[config.mk]
export PLATFORM = sky130hd
export DESIGN_NAME = buck_converter_control_regs
export DESIGN_NICKNAME = d
export VERILOG_FILES = /design/src/design/buck_ctrl_pkg.sv /design/src/design/buck_converter_control_regs.sv
export VERILOG_INCLUDE_DIRS = /design/src /design/src/design
export SDC_FILE = /design/constraint.sdc
export NUM_CORES = 1
export LEC_CHECK = 0
export ABC_AREA = 0
export BUFFER_PORTS_ARGS = -buffer_cell sky130_fd_sc_hd__buf_2
export CELL_PAD_IN_SITES_DETAIL_PLACEMENT = 0
export CELL_PAD_IN_SITES_GLOBAL_PLACEMENT = 2
export CORE_MARGIN = 2
export CORE_UTILIZATION = 34
export CTS_BUF_LIST = sky130_fd_sc_hd__clkbuf_2
export DETAILED_ROUTE_END_ITERATION = 6
export PLACE_DENSITY = 0.88
export SETUP_SLACK_MARGIN = 0.2
export SLEW_MARGIN = 40
export SYNTH_ARGS = -nofsm -noshare
export SYNTH_HDL_FRONTEND = slang
export SYNTH_SLANG_ARGS = --single-unit
[constraint.sdc]
create_clock -name clk_i -period 2.01 [get_ports clk_i]
set_input_delay 0.3015 -clock clk_i [delete_from_list [all_inputs] [get_ports clk_i]]
set_output_delay 0.3015 -clock clk_i [all_outputs]
set_load 0.01 [all_outputs]
[src/design/buck_ctrl_defs.svh]
// Register offsets, field positions and reset values of the buck converter control bank
`ifndef BUCK_CTRL_DEFS_SVH
`define BUCK_CTRL_DEFS_SVH

`define BUCK1_CONTROL_ADDR    8'h0C
`define BUCK2_CONTROL_ADDR    8'h0D
`define BUCK3_CONTROL_ADDR    8'h0E

`define BIT_ENABLE            0
`define BIT_PIN_SELECT        1
`define BIT_RESERVED_LOW      2
`define BIT_AUTO_DISCHARGE    3
`define BIT_POWER_GOOD        4
`define BIT_OVERTEMP          5
`define BIT_OVERCURRENT       6
`define BIT_RESERVED_HIGH     7

`define BUCK_CONTROL_RESET    8'h8E
`define RESET_ENABLE          1'h0
`define RESET_PIN_SELECT      1'h1
`define RESET_AUTO_DISCHARGE  1'h1
`define RESERVED_READ         1'h1
`define UNMAPPED_READ         8'h00
`define RESET_FLAG            1'h0

`endif

[src/design/buck_ctrl_pkg.sv]
// Types shared by the buck converter control register bank
package buck_ctrl_pkg;

  typedef logic [7:0] ctrl_byte_t;
  typedef logic [7:0] reg_addr_t;
  typedef logic [2:0] conv_vec_t;

endpackage : buck_ctrl_pkg

[src/design/buck_converter_control_regs.sv]
// Control and status registers for three buck converters
//
// Behaviour
// - Pin-select bit set: the converter's external enable pin decides whether it runs.
// - Pin-select bit clear: ignore the external pin, run from register enable only.
// - Bit 5 reads 1 while overtemperature is detected, else 0; read only.
// - Bit 4 reads 1 while the output voltage is good, else 0; read only.
`timescale 1ns/100ps
`include "buck_ctrl_defs.svh"

module buck_converter_control_regs
  import buck_ctrl_pkg::*;
(
  input  wire logic       clk_i,
  input  wire logic       rst_i,
  input  wire reg_addr_t  reg_addr_i,
  input  wire logic       reg_wr_i,
  input  wire ctrl_byte_t reg_wdata_i,
  input  wire logic       reg_rd_i,
  output ctrl_byte_t      reg_rdata_o,
  input  wire conv_vec_t  overcurrent_flag_i,
  input  wire conv_vec_t  overtemperature_flag_i,
  input  wire conv_vec_t  power_good_flag_i,
  input  wire conv_vec_t  buck_enable_pin_i,
  output conv_vec_t       buck_run_o,
  output conv_vec_t       buck_discharge_o
);

  // One-hot hit on the three control registers
  function automatic conv_vec_t addr_hit(input reg_addr_t a);
    addr_hit = {a == `BUCK3_CONTROL_ADDR, a == `BUCK2_CONTROL_ADDR, a == `BUCK1_CONTROL_ADDR};
  endfunction : addr_hit

  conv_vec_t  enable;
  conv_vec_t  external_pin_control_select;
  conv_vec_t  output_auto_discharge_enable;
  conv_vec_t  overcurrent_flag;
  conv_vec_t  overtemperature_flag;
  conv_vec_t  power_good_flag;
  conv_vec_t  next_run;
  conv_vec_t  wr_hit;
  conv_vec_t  rd_hit;
  ctrl_byte_t next_rdata;

  assign wr_hit = reg_wr_i ? addr_hit(reg_addr_i) : 3'h0;
  assign rd_hit = addr_hit(reg_addr_i);

  genvar i;
  generate
    for (i = 0; i < 3; i++) begin : g_conv

      // Only enable, pin select and auto-discharge take writes
      always_ff @(posedge clk_i or posedge rst_i) begin
        if (rst_i) begin
          enable[i]                       <= `RESET_ENABLE;
          external_pin_control_select[i]  <= `RESET_PIN_SELECT;
          output_auto_discharge_enable[i] <= `RESET_AUTO_DISCHARGE;
        end else if (wr_hit[i]) begin
          enable[i]                       <= reg_wdata_i[`BIT_ENABLE];
          external_pin_control_select[i]  <= reg_wdata_i[`BIT_PIN_SELECT];
          output_auto_discharge_enable[i] <= reg_wdata_i[`BIT_AUTO_DISCHARGE];
        end
      end

      // Status flags follow the converter's monitors
      always_ff @(posedge clk_i or posedge rst_i) begin
        if (rst_i) begin
          overcurrent_flag[i]     <= `RESET_FLAG;
          overtemperature_flag[i] <= `RESET_FLAG;
          power_good_flag[i]      <= `RESET_FLAG;
        end else begin
          overcurrent_flag[i]     <= overcurrent_flag_i[i];
          overtemperature_flag[i] <= overtemperature_flag_i[i];
          power_good_flag[i]      <= power_good_flag_i[i];
        end
      end

      // Pin select hands the on/off decision to the external pin
      always_comb begin
        if (external_pin_control_select[i]) begin
          next_run[i] = buck_enable_pin_i[i];
        end else begin
          next_run[i] = enable[i];
        end
      end

      always_ff @(posedge clk_i or posedge rst_i) begin
        if (rst_i) begin
          buck_run_o[i]       <= 1'h0;
          buck_discharge_o[i] <= 1'h0;
        end else begin
          buck_run_o[i]       <= next_run[i];
          buck_discharge_o[i] <= !next_run[i] && output_auto_discharge_enable[i];
        end
      end

      pin_follow_a: assert property (@(posedge clk_i) disable iff (rst_i)
        external_pin_control_select[i] |=> buck_run_o[i] == $past(buck_enable_pin_i[i]))
        else $error("run does not follow external pin while selected");

      pin_ignored_a: assert property (@(posedge clk_i) disable iff (rst_i)
        !external_pin_control_select[i] |=> buck_run_o[i] == $past(enable[i]))
        else $error("run does not follow enable bit while pin is ignored");

      overtemp_read_a: assert property (@(posedge clk_i) disable iff (rst_i)
        reg_rd_i && rd_hit[i] ##1 !rst_i |->
        reg_rdata_o[`BIT_OVERTEMP] == $past(overtemperature_flag_i[i], 2))
        else $error("overtemperature bit does not match monitor");

      power_good_read_a: assert property (@(posedge clk_i) disable iff (rst_i)
        reg_rd_i && rd_hit[i] ##1 !rst_i |->
        reg_rdata_o[`BIT_POWER_GOOD] == $past(power_good_flag_i[i], 2))
        else $error("power good bit does not match monitor");

      discharge_off_a: assert property (@(posedge clk_i) disable iff (rst_i)
        buck_discharge_o[i] |-> !buck_run_o[i])
        else $error("discharge active while converter runs");

      discharge_when_a: assert property (@(posedge clk_i) disable iff (rst_i)
        !external_pin_control_select[i] && !enable[i] && output_auto_discharge_enable[i]
        |=> buck_discharge_o[i])
        else $error("disabled converter with auto-discharge is not discharging");

      write_enable_a: assert property (@(posedge clk_i) disable iff (rst_i)
        wr_hit[i] && !reg_wdata_i[`BIT_PIN_SELECT] ##1 !wr_hit[i] |=>
        buck_run_o[i] == $past(reg_wdata_i[`BIT_ENABLE], 2))
        else $error("written enable bit does not steer the converter");

      // Control fields change only through a write to their own register
      field_write_a: assert property (@(posedge clk_i) disable iff (rst_i)
        wr_hit[i] |=>
        enable[i] == $past(reg_wdata_i[`BIT_ENABLE]) &&
        external_pin_control_select[i] == $past(reg_wdata_i[`BIT_PIN_SELECT]) &&
        output_auto_discharge_enable[i] == $past(reg_wdata_i[`BIT_AUTO_DISCHARGE]))
        else $error("written control fields were not stored");

      field_hold_a: assert property (@(posedge clk_i) disable iff (rst_i)
        !wr_hit[i] |=>
        $stable(enable[i]) && $stable(external_pin_control_select[i]) &&
        $stable(output_auto_discharge_enable[i]))
        else $error("control fields changed without a write");

      control_read_a: assert property (@(posedge clk_i) disable iff (rst_i)
        reg_rd_i && rd_hit[i] |=>
        reg_rdata_o[`BIT_ENABLE] == $past(enable[i]) &&
        reg_rdata_o[`BIT_PIN_SELECT] == $past(external_pin_control_select[i]) &&
        reg_rdata_o[`BIT_AUTO_DISCHARGE] == $past(output_auto_discharge_enable[i]))
        else $error("control fields do not read back");

      overcurrent_flag_a: assert property (@(posedge clk_i) disable iff (rst_i)
        !$past(rst_i) |->
        overcurrent_flag[i] == $past(overcurrent_flag_i[i]))
        else $error("overcurrent flag does not follow its monitor");

      overtemp_flag_a: assert property (@(posedge clk_i) disable iff (rst_i)
        !$past(rst_i) |->
        overtemperature_flag[i] == $past(overtemperature_flag_i[i]))
        else $error("overtemperature flag does not follow its monitor");

      power_good_flag_a: assert property (@(posedge clk_i) disable iff (rst_i)
        !$past(rst_i) |->
        power_good_flag[i] == $past(power_good_flag_i[i]))
        else $error("power good flag does not follow its monitor");

      discharge_pin_a: assert property (@(posedge clk_i) disable iff (rst_i)
        external_pin_control_select[i] && !buck_enable_pin_i[i] &&
        output_auto_discharge_enable[i] |=> buck_discharge_o[i])
        else $error("pin-controlled converter with auto-discharge is not discharging");

      run_enable_a: assert property (@(posedge clk_i) disable iff (rst_i)
        !external_pin_control_select[i] && enable[i] |=>
        buck_run_o[i] && !buck_discharge_o[i])
        else $error("enabled converter under register control is not running");

      discharge_idle_a: assert property (@(posedge clk_i) disable iff (rst_i)
        !output_auto_discharge_enable[i] |=> !buck_discharge_o[i])
        else $error("discharge active with auto-discharge cleared");
    end
  endgenerate

  // Read image; reserved bits read as their reset value, unmapped reads as zero
  always_comb begin
    next_rdata = `UNMAPPED_READ;
    for (int k = 0; k < 3; k++) begin
      if (rd_hit[k]) begin
        next_rdata[`BIT_RESERVED_HIGH]  = `RESERVED_READ;
        next_rdata[`BIT_OVERCURRENT]    = overcurrent_flag[k];
        next_rdata[`BIT_OVERTEMP]       = overtemperature_flag[k];
        next_rdata[`BIT_POWER_GOOD]     = power_good_flag[k];
        next_rdata[`BIT_AUTO_DISCHARGE] = output_auto_discharge_enable[k];
        next_rdata[`BIT_RESERVED_LOW]   = `RESERVED_READ;
        next_rdata[`BIT_PIN_SELECT]     = external_pin_control_select[k];
        next_rdata[`BIT_ENABLE]         = enable[k];
      end
    end
  end

  always_ff @(posedge clk_i or posedge rst_i) begin
    if (rst_i) begin
      reg_rdata_o <= `UNMAPPED_READ;
    end else if (reg_rd_i) begin
      reg_rdata_o <= next_rdata;
    end
  end

  // Register port checks
  rdata_hold_a: assert property (@(posedge clk_i) disable iff (rst_i)
    !reg_rd_i |=> $stable(reg_rdata_o))
    else $error("read data changed without a read");

  unmapped_read_a: assert property (@(posedge clk_i) disable iff (rst_i)
    reg_rd_i && rd_hit == 3'h0 |=> reg_rdata_o == `UNMAPPED_READ)
    else $error("unmapped read did not return zero");

  reserved_read_a: assert property (@(posedge clk_i) disable iff (rst_i)
    reg_rd_i && rd_hit != 3'h0 |=>
    reg_rdata_o[`BIT_RESERVED_HIGH] && reg_rdata_o[`BIT_RESERVED_LOW])
    else $error("reserved bits did not read as one");

  write_refused_a: assert property (@(posedge clk_i) disable iff (rst_i)
    reg_wr_i && addr_hit(reg_addr_i) == 3'h0 |=>
    $stable(enable) && $stable(external_pin_control_select) &&
    $stable(output_auto_discharge_enable))
    else $error("write to an unmapped address changed a control field");

endmodule : buck_converter_control_regs

======== Word level (Yosys, flattened, before mapping) ========
Index checks and enable logic that the tools add are counted.
storage, ports and cells
  word-level logic and storage cells ...... 41
  register bits ........................... 32
  input port bits ......................... 32
operators by class
  reduce and logical (&&, ||, !) cells .... 6
  mux-type cells .......................... 7
  equal/unequal tests ..................... 3
operators with widths
  operator                                                          count
  8-bit by 4-bit == test with 1-bit output (second input constant)  3
  8-bit 2-to-1 mux                                                  3
  1-bit logical AND                                                 3
  1-bit zero test                                                   3
  1-bit 2-to-1 mux                                                  3
  3-bit 2-to-1 mux                                                  1

======== Logic depth before layout (Yosys ltp) ========
  depth in word-level cells ............... 4
  depth in mapped cells ................... 4
  depth with buffers taken out ............ 3

======== Worst setup path after synthesis ========
Ideal clock, no wire load.
  path kind ............................... input to register
  start point ............................. input reg_addr_i[5]
  end point ............................... register enable[2]
  required time ........................... 1885 ps
  buffers on the path ..................... 0
  setup slack ............................. 524 ps
  arrival time ............................ 1361 ps
  cell stages on the path ................. 3
  setup time .............................. 125 ps
  cells stage by stage .................... nor4_4 -> or3b_4 -> mux2_4
on the way
  cells in the longest elaborated chain, start to end .. 2
ends and longest elaborated chain
  item                                                RTL line                           source
  start: declaration                                  buck_converter_control_regs.sv:16  input wire reg_addr_t reg_addr_i,
  8-bit by 4-bit == test with 1-bit output (no line)  n/a
  3-bit 2-to-1 mux                                    buck_converter_control_regs.sv:45  assign wr_hit = reg_wr_i ? addr_hit(reg_addr_i) : 3'h0;
  end signal: indexed assignment                      buck_converter_control_regs.sv:55  enable[i] <= `RESET_ENABLE;
  end signal: indexed assignment                      buck_converter_control_regs.sv:59  enable[i] <= reg_wdata_i[`BIT_ENABLE];
  end: declaration                                    buck_converter_control_regs.sv:34  conv_vec_t enable;
No other way between the ends.
A chain may end at the register's enable or synchronous reset.

======== Worst setup path in the final report ========
Same ends and word-level chain as after synthesis.

==> impl_results.md <==
- Status: finished, final reports clean
- Sw Pwr: 0.000265 W
- Avg Inst Size Synth: 13.0 um2
- Routed Antenna Nets: 0
- # resized after CTS: 0
- Max clock buf depth: 2
- Grt met1 use: 0.155
- Port Buffers: 40
- Internal power: 0.000805 W
- Post-route minimum period: 1.31 ns
- H-tree Lvls: 2
- DRT Wirelength: 2.54 mm
- RSZ-0062 raised after global routing: no
- Final nets: 183
- Hold crit path type: primary input to register
- Synth unique cells: 24
- Dominant cell by count in the synthesized netlist: dfrtp_1
- Synth area leaders: dfrtp_1 49%, dfstp_2 12%, mux2_2 7.9%
- Crit-path slowest cell: or3b_4
- Met3 Track Usage GR: 0.0479
- Initial antenna violation count: 0
- Top post-synthesis cells by count: 25 x dfrtp_1, 10 x nor2_1, 9 x inv_1, 9 x mux2_2, 6 x dfstp_2
- Rows: 22
- Worst Path Required: 2.27 ns
- Vias in the first global route: 863
- Total of max-cap violations: 0
- Multi-input gate area: 443 um2
- Post-synth EDFFs: 0
- Reg clk slew, reported paths: 0.15 ns
- Critical path endpoint category: register
- Prevailing post-synth register cell: dfrtp_1
- Final instance area: 1660 um2
- Largest net degree at the start of global routing: 32
- Io pins: 46
- Clock root buffer: clkbuf_2
- Gate power share: 0.118
- Final setup viols: 0
- Finished Layout Cells: 200
- Synthesized cell area: 1280 um2
- CP cell instances: buf_2 -> nor4_4 -> or3b_4 -> mux2_4
- Detailed placement HPWL: 1.87 mm
- Busiest grt layer: met2
- Fraction of layout cells with a size suffix above 1: 0.447
- Met2 Use GR: 0.203
- Seq cells post-synth: 31
- Sequential cell area: 783 um2
- Synth top area share: 0.489
- Cell family with most CP delay: simple AND/OR/NAND/NOR gates
- Crit path DAT: 1.57 ns
- Chip width: 65.3 um
- Final Hold Viols: 0
- VDD IR max: 242 uV
- Cell Area, Placed: 1530 um2
- Clock share of power: 0.259
- Pre-Repair DR Iteration Count: 4
- Maximum fanout along the worst path: 5
- Core footprint: 3630 um2
- Die footprint: 4270 um2
- Final setup skew: 0.0136 ns
- Sequential power share: 0.623
- Buffer and inverter count on the worst path: 1
- Slew Limit Headroom: 0.749
- DIE HEIGHT: 65.3 um
- Grt ovf: 0
- Syn nets: 130
- Crit-path max cell delay: 0.46 ns
- DRC Markers: 0
- GRT Total Usage: 0.131
- Asr flop ratio synth: 1.00
- Synth Warn #: 0
- Vias per inst: 4.55
- Dpl cells: 183
- Crit path kind: primary input to register
- First-pass GRT wire length: 4.04 mm
- Leakage power: 0.833 nW
- TNS Setup: 0 ns
- Register area share after synthesis: 0.613
- TritonCTS buffer count: 5
- Fmax: 765 MHz
- Post-DR wirelength/cell: 12.7 um
- Worst-Margin Slew: 0.376 ns
- Slew Limit Fails: 0
- CTS tree: built
- Pwr dens: 646 nW/um2
- CTS sink cnt: 31
- CP startpoint kind: primary input
- Clk_lat worst skew: 0.36 ns
- Switch share: 0.247
- Via count: 909
- Antenna cell count: 0
- Filler cells: 363
- Dominant cell type by area after synthesis: dfrtp_1
- 1st-iter DRT viols: 35
- Routability cong.: 0.739
- Initial Utilization: 0.352
- Final period util: 0.650
- Area growth syn-to-layout: 29.5%
- Post-Synthesis Cells: 98
## cell families after synthesis
family,Yosys count,synth area share
DFF,31,0.613
and+or+nand+nor,26,0.137
AOI/OAI and AO/OA,16,0.0949
buffers and inverters,13,0.0411
muxes,12,0.114
## cell usage in the layout, fill, tap and decap left out
cell           count
buf_2             40
dfrtp_1           25
nor2_1            10
inv_1              9
mux2_2             9
dlygate4sd3_1      9
clkbuf_2           6
dfstp_2            6
mux2_4             3
nand4_1            3
o21bai_1           3
nand3b_1           3
o2bb2ai_1          3
o22ai_1            3
a2bb2oi_1          3
nand2b_1           3
o31ai_1            3
clkinv_1           2
nand4b_4           1
nor4_4             1
or3b_4             1
and2_1             1
nor2b_1            1
nand3_1            1
nand2_1            1
o21ai_0            1
buf_4              1
## routing by layer
metal / vias up / part of all wire
met4: 0 / 0.024
met2: 33 / 0.48
met5: - / 0
met3: 5 / 0.073
met1: 423 / 0.42
li1: 448 / -
## through the flow
stage,total power [W],hold slack (ns),util,setup WS (ns)
after floorplan,0.000738,0.333,-,0.524
after CTS,0.00108,0.00781,0.434,0.712
final,0.00107,0.0471,0.456,0.703
after detailed placement,0.000793,0.399,0.420,0.298
after global placement,0.000789,0.382,0.420,0.327
after global routing,0.00114,0.00126,0.456,0.707
## power groups by stage
stage	Sequential (W)	Clock [W]	Combinational (W)
floorplan	0.000679	0	0.0000590
global placement	0.000677	0	0.000112
detailed placement	0.000678	0	0.000115
CTS	0.000667	0.000299	0.000117
global route	0.000670	0.000332	0.000141
finish	0.000666	0.000277	0.000126
## cell type report
class / instances / share of cell area
tap: 48 / 0.0363
sequential: 31 / 0.473
clock buffer: 6 / 0.0181
clock inverter: 2 / 0.00454
multi-input combinational: 54 / 0.268
inverter: 9 / 0.0204
timing repair buffer: 50 / 0.180
## worst paths after layout
check | to | depth (start not counted) | startpoint | slack, ns
min | overtemperature_flag[2]$_DFF_PP0_ | 1 | overtemperature_flag_i[2] | 0.05
max reg2reg | buck_discharge_o[1]$_DFF_PP0_ | 2 | external_pin_control_select[1]$_DFFE_PP1P_ | 0.96
min reg2reg | buck_discharge_o[0]$_DFF_PP0_ | 2 | output_auto_discharge_enable[0]$_DFFE_PP1P_ | 0.50
min in group asynchronous | reg_rdata_o[3]$_DFFE_PP0P_ | 4 | rst_i | 0.54
max in group asynchronous | external_pin_control_select[0]$_DFFE_PP1P_ | 4 | rst_i | 1.14
max | enable[2]$_DFFE_PP0P_ | 4 | reg_addr_i[5] | 0.70
## state kept, by name (all words and copies together), names as in the netlist
| signal | cells |
|---|---|
| buck_discharge_o | 3 |
| buck_run_o | 3 |
| enable | 3 |
| external_pin_control_select | 3 |
| output_auto_discharge_enable | 3 |
| overcurrent_flag | 3 |
| overtemperature_flag | 3 |
| power_good_flag | 3 |
| reg_rdata_o | 7 |
## what timing repair did
| item | in CTS | in global routing |
|---|---|---|
| hold buffers | 1 | 8 |
| setup buffers | 0 | 0 |
| endpoints found under the hold margin | 25 | 8 |
Note: power is estimated with default switching activity, not from simulation.
